--- config.mk ---
export PLATFORM = sky130hd
export DESIGN_NAME = afe_ready_and_config_regs
export DESIGN_NICKNAME = d
export VERILOG_FILES = /design/src/rtl/afe_regs_pkg.sv /design/src/rtl/afe_ready_and_config_regs.sv
export SDC_FILE = /design/constraint.sdc
export NUM_CORES = 1
export LEC_CHECK = 0
export BUFFER_PORTS_ARGS = -buffer_cell sky130_fd_sc_hd__buf_2
export CORE_MARGIN = 2
export CORE_UTILIZATION = 32
export DETAILED_ROUTE_END_ITERATION = 10
export PLACE_DENSITY = 0.65
export REMOVE_ABC_BUFFERS = 1
export SYNTH_ARGS = -nofsm -noshare
export SYNTH_HDL_FRONTEND = slang
export SYNTH_SLANG_ARGS = --single-unit
export TNS_END_PERCENT = 1
--- constraint.sdc ---
create_clock -name clk -period 3.18 [get_ports clk]
set_input_delay 0.636 -clock clk [delete_from_list [all_inputs] [get_ports clk]]
set_output_delay 0.636 -clock clk [all_outputs]
set_load 0.02 [all_outputs]
--- src/rtl/afe_regs_pkg.sv ---
package afe_regs_pkg;
    // register offsets
    localparam logic [7:0] LINK_AND_READY_CTRL_ADDR = 8'h09;
    localparam logic [7:0] CONVERTER_SETUP_HI_ADDR  = 8'h0A;
    localparam logic [7:0] CONVERTER_SETUP_LO_ADDR  = 8'h0B;
    localparam logic [7:0] PHASE_ADDR               = 8'h07;
    // values after reset
    localparam logic [7:0] LINK_CTRL_RESET = 8'hA3;
    localparam logic [7:0] SETUP_HI_RESET  = 8'h10;
    localparam logic [7:0] SETUP_LO_RESET  = 8'h0C;
    localparam logic [7:0] PHASE_RESET     = 8'h00;
    // field positions in link_and_ready_ctrl
    localparam int ADDR_LOOP_LSB   = 6;
    localparam int SETTLE_LAT_BIT  = 5;
    localparam int DRIVE_SEL_BIT   = 4;
    localparam int SOURCE_SEL_LSB  = 2;
    // field positions in converter_setup_hi / lo
    localparam int DIVIDER_LSB     = 6;
    localparam int OSR_LSB         = 4;
    localparam int WORD_SIZE_LSB   = 2;
    localparam int BITSTREAM_LSB   = 0;
    localparam int HOLD_RESET_LSB  = 6;
    localparam int POWER_DOWN_LSB  = 4;
    localparam int SCRAMBLE_LSB    = 2;
    localparam int REF_SRC_BIT     = 1;
    localparam int CLK_SRC_BIT     = 0;
    // settling periods before the first ready strobe
    localparam logic [1:0] SETTLE_PERIODS = 2'd3;
    // ready pin low time in clock cycles
    localparam logic [1:0] STROBE_CYCLES = 2'd1;
    // address loop codes
    localparam logic [1:0] LOOP_SINGLE = 2'b00;
    localparam logic [1:0] LOOP_GROUP  = 2'b01;
    localparam logic [1:0] LOOP_TYPE   = 2'b10;
    localparam logic [1:0] LOOP_ALL    = 2'b11;
    localparam logic [1:0] SRC_LINKED  = 2'b00;
    localparam logic [7:0] LAST_ADDR   = 8'h0B;
endpackage

--- src/rtl/afe_ready_and_config_regs.sv ---
// Local design decision: the plain strobed port.
`timescale 1ns/1ps
module afe_ready_and_config_regs #(
    parameter int DATA_W = 24
) (
    input  wire logic              clk,
    input  wire logic              reset_n,
    input  wire logic [7:0]        regAddr,
    input  wire logic [7:0]        regWdata,
    input  wire logic              regWrite,
    input  wire logic              regRead,
    output logic      [7:0]        regRdata,
    input  wire logic              readStart,
    input  wire logic              addrStep,
    output logic      [7:0]        readAddr,
    input  wire logic              filterRestart,
    input  wire logic              convDone0,
    input  wire logic              convDone1,
    input  wire logic [DATA_W-1:0] convData0,
    input  wire logic [DATA_W-1:0] convData1,
    output logic      [DATA_W-1:0] heldData0,
    output logic      [DATA_W-1:0] heldData1,
    input  wire logic              masterClockIn,
    output logic                   analogMasterClock,
    output logic      [8:0]        oversampleRatio,
    output logic      [1:0]        wordSize24,
    input  wire logic              modBit0,
    input  wire logic              modBit1,
    output logic                   bitstreamPin0,
    output logic                   bitstreamPin1,
    output logic                   bitstreamOe0,
    output logic                   bitstreamOe1,
    output logic      [1:0]        chanInReset,
    output logic      [1:0]        chanPoweredDown,
    output logic      [1:0]        chanDither,
    output logic                   internalRefOff,
    output logic                   oscillatorBypass,
    output logic                   readyStrobeOut_n,
    output logic                   readyStrobeOe
);
    logic [7:0] linkCtrl;
    logic [7:0] setupHi;
    logic [7:0] setupLo;
    logic [7:0] skew;
    logic [1:0] pendingFlags;
    logic [1:0] settleCount;
    logic [1:0] strobeCount;
    logic [2:0] divCount;
    logic       readBusy;

    // link control fields
    wire [1:0] addrLoop    = linkCtrl[afe_regs_pkg::ADDR_LOOP_LSB +: 2];
    wire       settleOn    = linkCtrl[afe_regs_pkg::SETTLE_LAT_BIT];
    wire       driveHigh   = linkCtrl[afe_regs_pkg::DRIVE_SEL_BIT];
    wire [1:0] sourceSel   = linkCtrl[afe_regs_pkg::SOURCE_SEL_LSB +: 2];
    wire       linked      = (sourceSel == afe_regs_pkg::SRC_LINKED);

    // configuration fields
    wire [1:0] divCode     = setupHi[afe_regs_pkg::DIVIDER_LSB +: 2];
    wire [1:0] osrCode     = setupHi[afe_regs_pkg::OSR_LSB +: 2];
    wire [1:0] wordSel     = setupHi[afe_regs_pkg::WORD_SIZE_LSB +: 2];
    wire [1:0] bitSel      = setupHi[afe_regs_pkg::BITSTREAM_LSB +: 2];
    wire [1:0] holdRst     = setupLo[afe_regs_pkg::HOLD_RESET_LSB +: 2];
    wire [1:0] pwrDown     = setupLo[afe_regs_pkg::POWER_DOWN_LSB +: 2];
    wire [1:0] scramble    = setupLo[afe_regs_pkg::SCRAMBLE_LSB +: 2];
    wire       refExt      = setupLo[afe_regs_pkg::REF_SRC_BIT];
    wire       clock_source_sel      = setupLo[afe_regs_pkg::CLK_SRC_BIT];

    // address hits shared by write and read decode
    wire hitLink = (regAddr == afe_regs_pkg::LINK_AND_READY_CTRL_ADDR);
    wire hitHi   = (regAddr == afe_regs_pkg::CONVERTER_SETUP_HI_ADDR);
    wire hitLo   = (regAddr == afe_regs_pkg::CONVERTER_SETUP_LO_ADDR);
    wire hitSkew = (regAddr == afe_regs_pkg::PHASE_ADDR);

    // strobe decode
    wire wrLink  = regWrite && hitLink;
    wire wrHi    = regWrite && hitHi;
    wire wrLo    = regWrite && hitLo;
    wire wrSkew  = regWrite && hitSkew;
    wire rdLink  = regRead && hitLink;

    // channel alive when neither held in reset nor powered down
    wire [1:0] alive     = ~(holdRst | pwrDown);
    wire       bothAlive = &alive;

    // sign bit of the skew field depends on ratio; positive means ch0 lags
    wire skewNeg = skew[3'(4 + osrCode)];
    wire skewPos = !skewNeg && (skew != 8'h00);
    wire lag0    = skewPos;

    // settle gating and the counter step
    wire       settled          = (settleCount == 2'd0);
    wire       settleStep       = !settled && (convDone0 || convDone1);
    wire [1:0] next_settleCount = settleCount - 2'd1;

    // raw events per channel, settled gating applied
    wire ev0      = convDone0 && alive[0] && settled;
    wire ev1      = convDone1 && alive[1] && settled;
    wire lagDone  = lag0 ? convDone0 : convDone1;
    wire lagEvent = lagDone && bothAlive && settled;

    // pin selection per mode
    wire pass0      = !linked && sourceSel[0] && ev0;
    wire pass1      = !linked && sourceSel[1] && ev1;
    wire indepEvent = pass0 || pass1;
    wire pinEvent   = linked ? lagEvent : indepEvent;

    // pending flags, clear wins over the status read set
    wire [1:0] setFlags = {2{rdLink}};
    wire [1:0] clrFlags = linked ? {2{lagEvent}} : {ev1, ev0};
    wire [1:0] next_pendingFlags = (setFlags | pendingFlags) & ~clrFlags;

    // read mux, unmapped reads zero
    wire [7:0] rdLinkVal = {linkCtrl[7:2], pendingFlags};
    wire [7:0] rdMux     = ({8{hitLink}} & rdLinkVal)
                         | ({8{hitHi}} & setupHi)
                         | ({8{hitLo}} & setupLo)
                         | ({8{hitSkew}} & skew);

    // address loop boundaries: groups of three, types channel/config split
    logic [7:0] loopLo;
    logic [7:0] loopHi;
    always_comb begin
        loopLo = readAddr;
        loopHi = readAddr;
        case (addrLoop)
            afe_regs_pkg::LOOP_ALL: begin
                loopLo = 8'h00;
                loopHi = afe_regs_pkg::LAST_ADDR;
            end
            afe_regs_pkg::LOOP_TYPE: begin
                if (readAddr < 8'h06) begin
                    loopLo = 8'h00;
                    loopHi = 8'h05;
                end else begin
                    loopLo = 8'h06;
                    loopHi = afe_regs_pkg::LAST_ADDR;
                end
            end
            afe_regs_pkg::LOOP_GROUP: begin
                if (readAddr < 8'h03) begin
                    loopLo = 8'h00;
                end else if (readAddr < 8'h06) begin
                    loopLo = 8'h03;
                end else if (readAddr < 8'h09) begin
                    loopLo = 8'h06;
                end else begin
                    loopLo = 8'h09;
                end
                loopHi = loopLo + 8'h02;
            end
            default: begin
                loopLo = readAddr;
                loopHi = readAddr;
            end
        endcase
    end

    // next continuous-read address, wrapping inside the loop
    wire [7:0] next_readAddr = (readAddr >= loopHi) ? loopLo : readAddr + 8'h01;

    // divide ratio and master clock divider
    wire [2:0] divMask       = 3'((4'b0001 << divCode) - 4'd1);
    wire       divWrap       = (divCount >= divMask);
    wire [2:0] next_divCount = divWrap ? 3'd0 : divCount + 3'd1;

    // control register, flag bits kept out of storage
    always_ff @(posedge clk or negedge reset_n) begin
        if (!reset_n) begin
            linkCtrl <= afe_regs_pkg::LINK_CTRL_RESET;
        end else if (wrLink) begin
            linkCtrl <= {regWdata[7:2], 2'b00};
        end
    end

    // first configuration register
    always_ff @(posedge clk or negedge reset_n) begin
        if (!reset_n) begin
            setupHi <= afe_regs_pkg::SETUP_HI_RESET;
        end else if (wrHi) begin
            setupHi <= regWdata;
        end
    end

    // second configuration register
    always_ff @(posedge clk or negedge reset_n) begin
        if (!reset_n) begin
            setupLo <= afe_regs_pkg::SETUP_LO_RESET;
        end else if (wrLo) begin
            setupLo <= regWdata;
        end
    end

    // phase register for the lag decision
    always_ff @(posedge clk or negedge reset_n) begin
        if (!reset_n) begin
            skew <= afe_regs_pkg::PHASE_RESET;
        end else if (wrSkew) begin
            skew <= regWdata;
        end
    end

    // pending flags
    always_ff @(posedge clk or negedge reset_n) begin
        if (!reset_n) begin
            pendingFlags <= 2'b11;
        end else begin
            pendingFlags <= next_pendingFlags;
        end
    end

    // read data for one cycle after the strobe
    always_ff @(posedge clk or negedge reset_n) begin
        if (!reset_n) begin
            regRdata <= 8'h00;
        end else begin
            regRdata <= regRead ? rdMux : 8'h00;
        end
    end

    // settle counter restarted by filter restart
    always_ff @(posedge clk or negedge reset_n) begin
        if (!reset_n) begin
            settleCount <= afe_regs_pkg::SETTLE_PERIODS;
        end else if (filterRestart) begin
            settleCount <= settleOn ? afe_regs_pkg::SETTLE_PERIODS : 2'd0;
        end else if (settleStep) begin
            settleCount <= next_settleCount;
        end
    end

    // read transaction tracking and continuous-read address
    always_ff @(posedge clk or negedge reset_n) begin
        if (!reset_n) begin
            readBusy <= 1'b0;
            readAddr <= 8'h00;
        end else begin
            if (readStart) begin
                readBusy <= 1'b1;
            end else if (regRead && !addrStep) begin
                readBusy <= 1'b0;
            end
            if (readStart) begin
                readAddr <= regAddr;
            end else if (addrStep) begin
                readAddr <= next_readAddr;
            end
        end
    end

    // capture enables, closed while a read is in progress
    wire captureOpen = !readBusy && !readStart;
    wire take0       = captureOpen && (linked ? lagEvent : ev0);
    wire take1       = captureOpen && (linked ? lagEvent : ev1);

    // data capture
    always_ff @(posedge clk or negedge reset_n) begin
        if (!reset_n) begin
            heldData0 <= '0;
            heldData1 <= '0;
        end else begin
            if (take0) begin
                heldData0 <= convData0;
            end
            if (take1) begin
                heldData1 <= convData1;
            end
        end
    end

    // ready pin pulse length and inactive drive
    wire       lowNow           = pinEvent || (strobeCount > 2'd1);
    wire [1:0] next_strobeCount = pinEvent ? afe_regs_pkg::STROBE_CYCLES :
                                  (strobeCount != 2'd0) ? strobeCount - 2'd1 : 2'd0;

    // ready pin flops
    always_ff @(posedge clk or negedge reset_n) begin
        if (!reset_n) begin
            strobeCount      <= 2'd0;
            readyStrobeOut_n <= 1'b1;
            readyStrobeOe    <= 1'b0;
        end else begin
            strobeCount      <= next_strobeCount;
            readyStrobeOut_n <= !lowNow;
            readyStrobeOe    <= lowNow || driveHigh;
        end
    end

    // analog master clock divider
    always_ff @(posedge clk or negedge reset_n) begin
        if (!reset_n) begin
            divCount          <= 3'd0;
            analogMasterClock <= 1'b0;
        end else if (masterClockIn) begin
            divCount          <= next_divCount;
            analogMasterClock <= (divCount == 3'd0);
        end else begin
            analogMasterClock <= 1'b0;
        end
    end

    // ratio and word size outputs
    always_ff @(posedge clk or negedge reset_n) begin
        if (!reset_n) begin
            oversampleRatio <= 9'd64;
            wordSize24      <= 2'b00;
        end else begin
            oversampleRatio <= 9'(9'd32 << osrCode);
            wordSize24      <= wordSel;
        end
    end

    // bitstream pins and their enables
    always_ff @(posedge clk or negedge reset_n) begin
        if (!reset_n) begin
            bitstreamPin0 <= 1'b0;
            bitstreamPin1 <= 1'b0;
            bitstreamOe0  <= 1'b0;
            bitstreamOe1  <= 1'b0;
        end else begin
            bitstreamPin0 <= bitSel[0] && modBit0;
            bitstreamPin1 <= bitSel[1] && modBit1;
            bitstreamOe0  <= bitSel[0];
            bitstreamOe1  <= bitSel[1];
        end
    end

    // channel reset, power-down and dither
    always_ff @(posedge clk or negedge reset_n) begin
        if (!reset_n) begin
            chanInReset     <= 2'b00;
            chanPoweredDown <= 2'b00;
            chanDither      <= 2'b11;
        end else begin
            chanInReset     <= holdRst;
            chanPoweredDown <= pwrDown;
            chanDither      <= scramble;
        end
    end

    // reference and clock source
    always_ff @(posedge clk or negedge reset_n) begin
        if (!reset_n) begin
            internalRefOff   <= 1'b0;
            oscillatorBypass <= 1'b0;
        end else begin
            internalRefOff   <= refExt;
            oscillatorBypass <= clock_source_sel;
        end
    end
endmodule

=== Word-level counts from Yosys, hierarchy flattened ===
Index checks and enable logic that the tools add are counted.

* Output and inout port bits: 90
* Logic and storage cells: 135
* Bits of input ports: 76
* Register bits: 132

* Shift-type cells: 2
* Muxes and demuxes: 28
* Reductions and logical operators: 44
* $lt $le $gt $ge: 7
* Bitwise gates (word level): 12
* Add/subtract/negate cells: 7
* Eq/ne operators: 8

{| class="wikitable"
|+ Operator list
! cell !! number
|-
| 8-bit case mux with 3 select lines || 2
|-
| 8-bit 2-to-1 mux || 5
|-
| 8-bit AND || 4
|-
| 8-bit by 4-bit == test with 1-bit output, second input constant || 3
|-
| 8-bit bitwise OR || 3
|-
| 1-bit logical AND || 23
|-
| 4-bit 2-to-1 mux || 4
|-
| 2-bit 2-to-1 mux || 6
|-
| 6-bit by 2-bit left shift with 9-bit output, first input constant || 1
|-
| 8-bit by 1-bit adder with 8-bit output, second input constant || 1
|-
| 8-bit by 2-bit adder with 8-bit output, second input constant || 1
|-
| 8-bit by 3-bit == test with 1-bit output, second input constant || 1
|-
| 8-bit >= comparator || 1
|-
| 8-bit by 2-bit < comparator with 1-bit output, second input constant || 1
|-
| 8-bit by 3-bit < comparator with 1-bit output, second input constant || 1
|-
| 8-bit by 4-bit < comparator with 1-bit output, second input constant || 1
|-
| 1-bit 2-to-1 mux || 8
|-
| 2-bit nonzero test || 4
|-
| 8-bit nonzero test || 1
|-
| 1-bit zero test || 7
|-
| 3-bit 2-to-1 mux || 2
|-
| 5-bit by 2-bit inequality test with 1-bit output, second input constant || 1
|-
| 2-bit == test, second input constant || 2
|-
| 2-bit zero test || 2
|-
| 16 further kinds || 23
|}

=== Longest topological paths before layout ===
Gate-level depths: netlist of the first run.

* Word-level depth: 11
* Depth in mapped cells: 17
* Mapped depth without buffers: 16

=== Worst setup path after synthesis of the first run ===
OpenSTA, ideal clock, no wires.

* Path type: register to register
* From: register readAddr[6]
* To: register readAddr[7]
* Slack: -420 ps
* Data arrival time: 3476 ps
* Cell stages (with the launch flop): 16
* Path buffers: 1
* Data required time: 3056 ps
* Period minus slack after synthesis: 3600 ps
* Cells stage by stage: dfrtp_1 -> nor4_1 -> a21boi_0 -> nor2b_1 -> ha_1 -> a32oi_1 -> nor2_1 -> a21oi_1 -> ha_1 -> a21o_1 -> a31oi_1 -> o21a_1 -> buf_4 -> mux2i_1 -> a21oi_1 -> a211o_1

* Word-level cells in the longest chain between the ends: 11
* Elaborated cells between the ends (all ways): 17
* Those cells by class: add/sub (2); order compare (4); eq/ne (1); mux (9); reduce/logical (1)

{| class="wikitable"
|+ RTL lines
! what !! line !! source
|-
| start, declared || afe_ready_and_config_regs.sv:15 || <nowiki>output logic [7:0] readAddr,</nowiki>
|-
| start signal, assigned || afe_ready_and_config_regs.sv:244 || <nowiki>readAddr <= regAddr;</nowiki>
|-
| start signal, assigned || afe_ready_and_config_regs.sv:246 || <nowiki>readAddr <= next_readAddr;</nowiki>
|-
| 8-bit by 4-bit < comparator with 1-bit output || afe_ready_and_config_regs.sv:145 || <nowiki>end else if (readAddr < 8'h09) begin</nowiki>
|-
| 4-bit 2-to-1 mux || afe_ready_and_config_regs.sv:145 ||
|-
| 4-bit 2-to-1 mux || afe_ready_and_config_regs.sv:143 || <nowiki>end else if (readAddr < 8'h06) begin</nowiki>
|-
| 4-bit 2-to-1 mux || afe_ready_and_config_regs.sv:141 || <nowiki>if (readAddr < 8'h03) begin</nowiki>
|-
| 8-bit 2-to-1 mux || afe_ready_and_config_regs.sv:126 || <nowiki>case (addrLoop)</nowiki>
|-
| 8-bit by 2-bit adder with 8-bit output || afe_ready_and_config_regs.sv:150 || <nowiki>loopHi = loopLo + 8'h02;</nowiki>
|-
| 8-bit case mux with 3 select lines || afe_ready_and_config_regs.sv:126 ||
|-
| 8-bit >= comparator || afe_ready_and_config_regs.sv:160 || <nowiki>wire [7:0] next_readAddr = (readAddr >= loopHi) ? loopLo : readAddr + 8'h01;</nowiki>
|-
| 8-bit 2-to-1 mux || afe_ready_and_config_regs.sv:160 ||
|-
| 8-bit 2-to-1 mux || afe_ready_and_config_regs.sv:245 || <nowiki>end else if (addrStep) begin</nowiki>
|-
| 8-bit 2-to-1 mux || afe_ready_and_config_regs.sv:243 || <nowiki>if (readStart) begin</nowiki>
|}

Several ways; a longest one is shown, not always the timed one. The select of a mux whose other input is x is not followed.
A chain may end at the register's enable or synchronous reset.

=== Worst setup path in the final report of the first run ===
Ends and elaborated chain as after synthesis.

==> results_tabular.tex, run 1 <==
\begin{tabular}{lr}
\hline
Metric & Value \\
\hline
\multicolumn{2}{l}{\textbf{Power}} \\
\quad Leakage power & roughly 4 nW \\
\quad Relative contribution of combinational cells to total power & 0.257 \\
\quad Switching share of total power & 0.306 \\
\quad Clock network fraction of total power & 0.368 \\
\quad Internal power & 0.00379 W \\
\quad Peak ir drop on the vdd network & roughly 0.55 mV \\
\quad Seq pwr share & 0.375 \\
\quad Power per cell area & between 700 and 800 nW/um2 \\
\quad Switching power & roughly 0.0017 W \\
\multicolumn{2}{l}{\textbf{Setup path}} \\
\quad Crit Path Category & register to register \\
\quad Cell count of the worst reg-to-reg path & 15 \\
\quad Worst EP arrival & between 3 and 4 ns \\
\quad Endpoint kind of the worst setup timing path & register \\
\quad Flop-to-flop setup slack & -0.005 ns \\
\quad Critical R2R Launch & readAddr[6] \\
\quad Biggest fanout along the worst timing path & 5 \\
\quad CP Data Required Time & $\sim$3.5 ns \\
\quad Capturing point of the worst reg2reg path & readAddr[7] \\
\quad Setup crit start kind & register \\
\multicolumn{2}{l}{\textbf{Placement}} \\
\quad Weighted congestion at the end of routability-driven global placement & 0.888 \\
\quad Post-detail-place hpwl & between 10000 and 15000 um \\
\quad PortBufs & 160 \\
\multicolumn{2}{l}{\textbf{GRT}} \\
\quad Total global routing overflow & 0 \\
\quad Number of antenna violations at the first check in global routing & 1 \\
\quad GR Util All Layers & 0.150 \\
\quad Global-route wire length before repair & between 20000 and 25000 um \\
\quad Maximum number of pins on one net before global-route repair & between 50 and 60 \\
\quad Vias in the first global route & 4345 \\
\multicolumn{2}{l}{\textbf{Drt}} \\
\quad DRC & 0 \\
\quad Routed length per instance & between 15 and 20 um \\
\quad Total via count after detailed routing & about 4200 \\
\quad Avg Vias per Cell & between 4 and 5 \\
\quad Iteration-0 DRC count of the detailed router & between 150 and 200 \\
\quad Residual antenna-violating net count after detailed routing & 0 \\
\quad Sum of routed wire length over all layers & 14300 um \\
\quad Detailed-router iteration count before antenna repair & 4 \\
\multicolumn{2}{l}{\textbf{Synthesis}} \\
\quad Cell type with the largest total area after synthesis & sky130\_fd\_sc\_hd\_\_dfrtp\_1 \\
\quad Area contributors post-synth & sky130\_fd\_sc\_hd\_\_dfrtp\_1 (47\%), sky130\_fd\_sc\_hd\_\_mux2\_4 (10\%), sky130\_fd\_sc\_hd\_\_mux2\_2 (6.7\%), sky130\_fd\_sc\_hd\_\_dfstp\_2 (5.8\%), sky130\_fd\_sc\_hd\_\_ha\_1 (3.8\%) \\
\quad Synth top area share & 0.474 \\
\quad Number of flops mapped to enable cells by yosys & 0 \\
\quad Post-synthesis instance total & approximately 460 \\
\quad Synthesis Warnings & 0 \\
\quad Flip-flop cell with the highest count after synthesis & sky130\_fd\_sc\_hd\_\_dfrtp\_1 \\
\quad Sequential area share after synthesis & 0.532 \\
\quad Average instance area after synthesis & 12.8 um2 \\
\quad Cell area after technology mapping & a little under 6000 um2 \\
\quad Synthesis-stage register bit count & approximately 130 \\
\quad Share of flip-flops with an asynchronous set or reset after synthesis & 1.00 \\
\quad Netlist cell types & 68 \\
\multicolumn{2}{l}{\textbf{Clock tree}} \\
\quad CTS H-tree lvls & 4 \\
\quad Latest clock arrival within the worst-skew pair & between 0.4 and 0.5 ns \\
\quad Total CTS buffers & 17 \\
\quad CTS root buf & sky130\_fd\_sc\_hd\_\_clkbuf\_16 \\
\quad Register clock-pin slew on the reported worst setup and hold paths & 0.07 ns \\
\quad Maximum clock path buffer count & 2 \\
\quad Clock tree sinks & 125 \\
\quad Clock tree from TritonCTS & done \\
\quad Quantity of hold-fixing buffers added after cts & 0 \\
\multicolumn{2}{l}{\textbf{STA}} \\
\quad Maximum frequency from static timing analysis & between 300 and 400 MHz \\
\quad Setup-failing EPs final & 1 \\
\quad Worst setup slack after layout & -0.00508 ns \\
\quad Final count of hold timing violations & 0 \\
\quad Post-route minimum period & between 3 and 4 ns \\
\quad Share of the cycle needed by the critical path after routing & 1.00 \\
\quad Max-Slew Margin vs Limit & 0.486 \\
\quad Skew final & 0.0118 ns \\
\quad Worst slew pin tran & between 0.7 and 0.8 ns \\
\quad Setup Total Neg Slack & -0.00508 ns \\
\quad Final Max Slew Viols & 0 \\
\quad Setup repair after global routing missed its margin & yes \\
\quad Worst-case hold slack & roughly 0.3 ns \\
\multicolumn{2}{l}{\textbf{Outcome}} \\
\quad Result of the run & finished, violations left \\
\quad Failing checks & negative setup slack \\
\multicolumn{2}{l}{\textbf{Layout}} \\
\quad Proportion of layout cells with a drive suffix above 1 & 0.506 \\
\quad Nets@finish & 747 \\
\quad Fill cells & 1740 \\
\quad Multi-input combinational cell area & about 2600 um2 \\
\quad Area used by sequential logic in the layout & $\sim$3100 um2 \\
\quad Layout overhead on the synthesized area & 31.8\% \\
\quad Number of antenna diodes & 0 \\
\multicolumn{2}{l}{\textbf{Floorplanning}} \\
\quad Core outline area & roughly 18000 um2 \\
\quad Initial Util & 0.328 \\
\quad Floorplan row count & between 40 and 50 \\
\quad Vertical extent of the die & between 100 and 150 um \\
\quad I/O pin count & roughly 170 \\
\quad Die outline width & 140 um \\
\quad Area of the die & 19600 um2 \\
\multicolumn{2}{l}{\textbf{Job}} \\
\quad Max cap viols & 0 \\
\multicolumn{2}{l}{\textbf{Hold path}} \\
\quad Kind of path behind the tightest hold check & primary input to asynchronous set/reset pin \\
\hline
\end{tabular}
[layout make-up]
class / count / area share
Clock buffer: 17 / 0.0547
Multi-Input combinational cell: 307 / 0.340
Clock inverter: 15 / 0.0241
Inverter: 14 / 0.00675
Sequential cell: 125 / 0.404
Timing Repair Buffer: 188 / 0.133
Tap cell: 229 / 0.0368
[worst max-delay path, stage by stage, from the launching register on]
cell,delay [ns]
sky130_fd_sc_hd__dfrtp_1,0.39
sky130_fd_sc_hd__nor4_2,0.28
sky130_fd_sc_hd__buf_4,0.15
sky130_fd_sc_hd__a21boi_4,0.16
sky130_fd_sc_hd__nor2b_4,0.17
sky130_fd_sc_hd__ha_4,0.20
sky130_fd_sc_hd__a32oi_1,0.14
sky130_fd_sc_hd__nor2_1,0.06
sky130_fd_sc_hd__a21oi_1,0.13
sky130_fd_sc_hd__ha_1,0.26
sky130_fd_sc_hd__a21o_1,0.18
sky130_fd_sc_hd__a31oi_2,0.18
sky130_fd_sc_hd__o21a_2,0.25
sky130_fd_sc_hd__mux2i_1,0.21
sky130_fd_sc_hd__a21oi_1,0.08
sky130_fd_sc_hd__a211o_1,0.23
[through the flow]
stage	setup slack [ns]	std cells	instance area, um2	util	power (W)
after global placement	-0.225	860	7080	0.393	0.00344
after global routing	-0.191	895	7780	0.432	0.00573
after detailed placement	-0.276	860	7080	0.393	0.00345
after floorplan	-0.449	446	5780	-	0.00293
after CTS	-0.000547	895	7740	0.429	0.00551
final	-0.00508	895	7780	0.432	0.00546
[layer usage]
metal / wire length [um] / vias up / track usage
met5: 0 / - / 0
met4: 155 / 0 / 0.0437
li1: - / 2026 / -
met3: 990 / 13 / 0.0471
met2: 6290 / 145 / 0.223
met1: 6820 / 2057 / 0.210
[cells in the final DEF, fill, tap and decap left out, types with 3 or more instances in the layout]
| cell | n |
|---|---|
| sky130_fd_sc_hd__xnor2_1 | 3 |
| sky130_fd_sc_hd__and3_1 | 4 |
| sky130_fd_sc_hd__nand2b_1 | 7 |
| sky130_fd_sc_hd__inv_6 | 4 |
| sky130_fd_sc_hd__a211oi_1 | 3 |
| sky130_fd_sc_hd__o21ai_0 | 8 |
| sky130_fd_sc_hd__and2_1 | 5 |
| sky130_fd_sc_hd__buf_2 | 159 |
| sky130_fd_sc_hd__nand2_1 | 28 |
| sky130_fd_sc_hd__clkinvlp_4 | 3 |
| sky130_fd_sc_hd__conb_1 | 5 |
| sky130_fd_sc_hd__nor2b_1 | 4 |
| sky130_fd_sc_hd__dfrtp_1 | 112 |
| sky130_fd_sc_hd__a21o_1 | 5 |
| sky130_fd_sc_hd__clkinv_4 | 4 |
| sky130_fd_sc_hd__inv_1 | 14 |
| sky130_fd_sc_hd__buf_4 | 27 |
| sky130_fd_sc_hd__a21oi_1 | 20 |
| sky130_fd_sc_hd__nand3b_1 | 5 |
| sky130_fd_sc_hd__or2_2 | 4 |
| sky130_fd_sc_hd__ha_1 | 17 |
| sky130_fd_sc_hd__or3_1 | 3 |
| sky130_fd_sc_hd__a21boi_0 | 8 |
| sky130_fd_sc_hd__nand4_1 | 4 |
| sky130_fd_sc_hd__mux2_4 | 42 |
| sky130_fd_sc_hd__dfstp_2 | 13 |
| sky130_fd_sc_hd__mux2i_1 | 10 |
| sky130_fd_sc_hd__bufinv_16 | 3 |
| sky130_fd_sc_hd__mux2_2 | 35 |
| sky130_fd_sc_hd__clkbuf_16 | 17 |
| sky130_fd_sc_hd__nor2_1 | 26 |
| sky130_fd_sc_hd__nand3_1 | 10 |
[power by group through the flow]
| stage | clock [W] | sequential, W | combinational, W |
|---|---|---|---|
| after global placement | 0 | 0.00205 | 0.00138 |
| after detailed placement | 0 | 0.00207 | 0.00138 |
| after global routing | 0.00213 | 0.00209 | 0.00151 |
| after floorplan | 0 | 0.00240 | 0.000532 |
| final | 0.00201 | 0.00205 | 0.00140 |
| after CTS | 0.00206 | 0.00205 | 0.00140 |
[logic make-up (layout without fill, tap and decap cells)]
family	after synthesis	after routing	synth area share
AND/OR/NAND/NOR	120	120	0.112
adder cells (fa/ha/maj)	18	18	0.0381
XOR/XNOR	4	4	0.00593
AO/OA/AOI/OAI	71	71	0.0822
flip-flops	125	125	0.532
other	1	5	0.000635
multiplexers	89	89	0.196
buffers and inverters	35	234	0.0330
[synth_stat cells (2+ instances only)]
| cell | count |
|---|---|
| sky130_fd_sc_hd__buf_2 | 3 |
| sky130_fd_sc_hd__a21oi_1 | 20 |
| sky130_fd_sc_hd__buf_4 | 6 |
| sky130_fd_sc_hd__nor2_1 | 26 |
| sky130_fd_sc_hd__a21o_1 | 5 |
| sky130_fd_sc_hd__clkbuf_1 | 7 |
| sky130_fd_sc_hd__nand2_4 | 2 |
| sky130_fd_sc_hd__buf_8 | 2 |
| sky130_fd_sc_hd__a21boi_0 | 9 |
| sky130_fd_sc_hd__nand3_1 | 10 |
| sky130_fd_sc_hd__nand2_1 | 28 |
| sky130_fd_sc_hd__inv_1 | 14 |
| sky130_fd_sc_hd__ha_1 | 18 |
| sky130_fd_sc_hd__nor4_1 | 3 |
| sky130_fd_sc_hd__mux2i_1 | 10 |
| sky130_fd_sc_hd__xnor2_1 | 3 |
| sky130_fd_sc_hd__nand4_1 | 4 |
| sky130_fd_sc_hd__o311ai_0 | 2 |
| sky130_fd_sc_hd__nor3b_2 | 2 |
| sky130_fd_sc_hd__buf_6 | 2 |
| sky130_fd_sc_hd__mux2_4 | 41 |
| sky130_fd_sc_hd__or3_1 | 3 |
| sky130_fd_sc_hd__a32oi_1 | 2 |
| sky130_fd_sc_hd__dfstp_2 | 13 |
| sky130_fd_sc_hd__and3_1 | 4 |
| sky130_fd_sc_hd__a211o_1 | 2 |
| sky130_fd_sc_hd__nor3_1 | 2 |
| sky130_fd_sc_hd__and2_1 | 5 |
| sky130_fd_sc_hd__dfrtp_1 | 112 |
| sky130_fd_sc_hd__o21ai_0 | 10 |
| sky130_fd_sc_hd__o211ai_1 | 2 |
| sky130_fd_sc_hd__mux2_1 | 2 |
| sky130_fd_sc_hd__nor2b_1 | 5 |
| sky130_fd_sc_hd__nand2b_1 | 7 |
| sky130_fd_sc_hd__a211oi_1 | 3 |
| sky130_fd_sc_hd__nand3b_1 | 5 |
| sky130_fd_sc_hd__or2_2 | 4 |
| sky130_fd_sc_hd__mux2_2 | 35 |
[how the worst max path moves through the flow]
| stage | from | endpoint | cells after the start |
|---|---|---|---|
| after global placement | readAddr[6] | readAddr[7] | 15 |
| after detailed placement | readAddr[6] | readAddr[7] | 15 |
| after CTS | readAddr[4] | readAddr[7] | 15 |
| final | readAddr[6] | readAddr[7] | 15 |
| after floorplan | readAddr[6] | readAddr[7] | 14 |
| after global routing | readAddr[6] | readAddr[7] | 15 |
[what timing repair did]
action | 4_1_cts | 5_1_grt
resized for setup | 7 | 10
gates cloned | 0 | 0
buffers inserted | 3 | 0
setup endpoints to repair | 8 | 8
pin swaps | 10 | 7
[state kept, by name, indices dropped and copies added, names as in the netlist, 3 cells and up]
| register | cells |
|---|---|
| heldData0 | 24 |
| readAddr | 8 |
| setupLo | 8 |
| setupHi | 8 |
| oversampleRatio | 4 |
| heldData1 | 24 |
| skew | 8 |
| regRdata | 8 |
| linkCtrl | 6 |
| divCount | 3 |
Note: power is estimated with default switching activity, not from simulation.
==> run 2: changes to the inputs <==
--- a/config.mk
+++ b/config.mk
@@ -10,7 +10,6 @@
 export CORE_UTILIZATION = 32
 export DETAILED_ROUTE_END_ITERATION = 10
 export PLACE_DENSITY = 0.65
-export REMOVE_ABC_BUFFERS = 1
 export SYNTH_ARGS = -nofsm -noshare
 export SYNTH_HDL_FRONTEND = slang
 export SYNTH_SLANG_ARGS = --single-unit
==> results_tabular.tex, run 2 (synthesis gave the netlist of run 1 again) <==
\begin{tabular}{lr}
\hline
Metric & Value \\
\hline
\multicolumn{2}{l}{\textbf{Power}} \\
\quad Power per cell area & 708 nW/um2 \\
\quad Total chip power & 0.00554 W \\
\quad Peak ir drop on the vdd network & 0.495 mV \\
\quad Leakage power & a little over 4 nW \\
\multicolumn{2}{l}{\textbf{Floorplanning}} \\
\quad Vertical extent of the die & between 100 and 150 um \\
\quad I/O pin count & roughly 170 \\
\quad Area of the die & about 20000 um2 \\
\quad Die outline width & about 140 um \\
\quad Core outline area & approximately 18000 um2 \\
\quad Floorplan row count & between 40 and 50 \\
\quad Initial Util & 0.328 \\
\multicolumn{2}{l}{\textbf{Layout}} \\
\quad Proportion of layout cells with a drive suffix above 1 & 0.511 \\
\quad Highest-count cells in the layout ignoring fill and taps & sky130\_fd\_sc\_hd\_\_buf\_2 (159), sky130\_fd\_sc\_hd\_\_dfrtp\_1 (110), sky130\_fd\_sc\_hd\_\_mux2\_4 (42) \\
\quad Final standard cell utilization of the core & 0.434 \\
\quad Layout overhead on the synthesized area & 32.5\% \\
\quad Layout Cell Area excl Fill & a little under 8000 um2 \\
\quad Leading cell type in the layout, fill and taps excluded & sky130\_fd\_sc\_hd\_\_buf\_2 \\
\quad Regs by FF count & heldData0 x24, heldData1 x24 \\
\quad Nets@finish & about 750 \\
\multicolumn{2}{l}{\textbf{Clock tree}} \\
\quad Maximum clock path buffer count & 2 \\
\quad Quantity of hold-fixing buffers added after cts & 0 \\
\quad Clock tree sinks & $\sim$130 \\
\quad CTS root buf & sky130\_fd\_sc\_hd\_\_clkbuf\_16 \\
\quad Total CTS buffers & 17 \\
\quad CTS H-tree lvls & 4 \\
\quad Latest clock arrival within the worst-skew pair & between 0.4 and 0.5 ns \\
\quad Register clock-pin slew on the reported worst setup and hold paths & 0.06 ns \\
\quad Clock tree from TritonCTS & done \\
\multicolumn{2}{l}{\textbf{Outcome}} \\
\quad Result of the run & complete, no violations \\
\multicolumn{2}{l}{\textbf{Setup path}} \\
\quad Cell repeated most along the worst path & sky130\_fd\_sc\_hd\_\_a21oi\_1 \\
\quad CP max stage delay & slightly above 0.4 ns \\
\quad Setup crit start kind & register \\
\quad Biggest fanout along the worst timing path & 5 \\
\quad Crit. path cell count & 14 \\
\quad Crit Path Category & register to register \\
\quad CP top delay family & compound AO/OA/AOI/OAI gates \\
\quad Worst path bufs/invs & 0 \\
\quad Cell count of the worst reg-to-reg path & 14 \\
\quad Endpoint kind of the worst setup timing path & register \\
\quad Cell with the biggest individual delay on the critical path & sky130\_fd\_sc\_hd\_\_dfrtp\_1 \\
\quad CP Data Required Time & 3.49 ns \\
\quad Worst EP arrival & approximately 3.5 ns \\
\quad Worst path cell trace & nor4\_4, a21boi\_4, nor2b\_4, ha\_4, a32oi\_2, nor2\_1, a21oi\_1, ha\_1, a21o\_1, a31oi\_4, o21a\_2, mux2i\_1, a21oi\_1, a211o\_1 \\
\multicolumn{2}{l}{\textbf{Drt}} \\
\quad Avg Vias per Cell & $\sim$4.8 \\
\quad Iteration-0 DRC count of the detailed router & $\sim$150 \\
\quad DRC & 0 \\
\quad Sum of routed wire length over all layers & between 10000 and 15000 um \\
\quad Routed length per instance & 15.8 um \\
\quad Detailed-router iteration count before antenna repair & 4 \\
\quad Residual antenna-violating net count after detailed routing & 0 \\
\quad Total via count after detailed routing & between 4000 and 5000 \\
\multicolumn{2}{l}{\textbf{STA}} \\
\quad Setup-failing EPs final & 0 \\
\quad Maximum frequency from static timing analysis & 318 MHz \\
\quad Final count of hold timing violations & 0 \\
\quad Setup repair after global routing missed its margin & yes \\
\quad Max-Slew Margin vs Limit & 0.593 \\
\quad Share of the cycle needed by the critical path after routing & 0.990 \\
\quad Post-route minimum period & approximately 3.1 ns \\
\quad Worst slew pin tran & 0.610 ns \\
\quad Skew final & $\sim$0.008 ns \\
\quad Final Max Slew Viols & 0 \\
\multicolumn{2}{l}{\textbf{GRT}} \\
\quad Total global routing overflow & 0 \\
\quad Vias in the first global route & between 4000 and 5000 \\
\quad Maximum number of pins on one net before global-route repair & 46 \\
\quad GR Util All Layers & 0.150 \\
\quad Global-route wire length before repair & between 20000 and 25000 um \\
\quad Number of antenna violations at the first check in global routing & 1 \\
\multicolumn{2}{l}{\textbf{Job}} \\
\quad Max cap viols & 0 \\
\multicolumn{2}{l}{\textbf{Placement}} \\
\quad Post-DP Area & approximately 7000 um2 \\
\quad Weighted congestion at the end of routability-driven global placement & between 0.8 and 0.9 \\
\quad PortBufs & 160 \\
\quad Post-detail-place hpwl & about 10000 um \\
\multicolumn{2}{l}{\textbf{Hold path}} \\
\quad Kind of path behind the tightest hold check & primary input to asynchronous set/reset pin \\
\hline
\end{tabular}
==> run 2: final cells by class <==
| type | instances | area, um2 |
|---|---|---|
| Clock inverter | 14 | 209 |
| Timing Repair Buffer | 189 | 1030 |
| Sequential cell | 125 | 3150 |
| Antenna cell | 1 | 2.50 |
| Fill cell | 1717 | 10200 |
| Tap cell | 229 | 287 |
| Inverter | 14 | 52.6 |
| Clock buffer | 18 | 429 |
| Multi-Input combinational cell | 307 | 2670 |
==> run 2: final timing paths <==
check / from / endpoint / slack, ns
max: readAddr[6] / readAddr[7] / 0.03
min: reset_n / heldData0[15] / 0.23
max reg2reg: readAddr[6] / readAddr[7] / 0.03
min reg2reg: setupLo[2] / chanDither[0] / 0.37
max in group asynchronous: reset_n / setupLo[2] / 2.16
min in group clk: setupLo[2] / chanDither[0] / 0.37
==> run 2: through the flow <==
step	setup TNS (ns)	worst slack [ns]	hold WS, ns	cells
finish	0	0.0315	0.225	897
global route	-0.605	-0.122	0.237	897
CTS	0	0.00285	0.225	896
detailed placement	-0.337	-0.102	0.363	860
global placement	-0.0703	-0.0427	0.364	860
floorplan	-0.0142	-0.00965	0.340	467
==> run 2: routing by layer <==
metal | wire length [um] | track usage | part of all wire | up-vias
li1 | - | - | - | 2028
met1 | 6150 | 0.184 | 0.43 | 2082
met2 | 6910 | 0.244 | 0.49 | 139
met3 | 878 | 0.0499 | 0.062 | 20
met4 | 276 | 0.0637 | 0.019 | 0
met5 | 0 | 0 | 0 | -
==> run 2: repair_timing <==
action,in CTS,in global routing
pin swaps,5,1
setup endpoints to repair,7,8
setup buffers,4,0
resized for setup,3,7
==> run 2: power by group <==
group	internal (W)	switching (W)
clock network	0.00133	0.000751
registers	0.00189	0.000155
logic	0.000661	0.000753
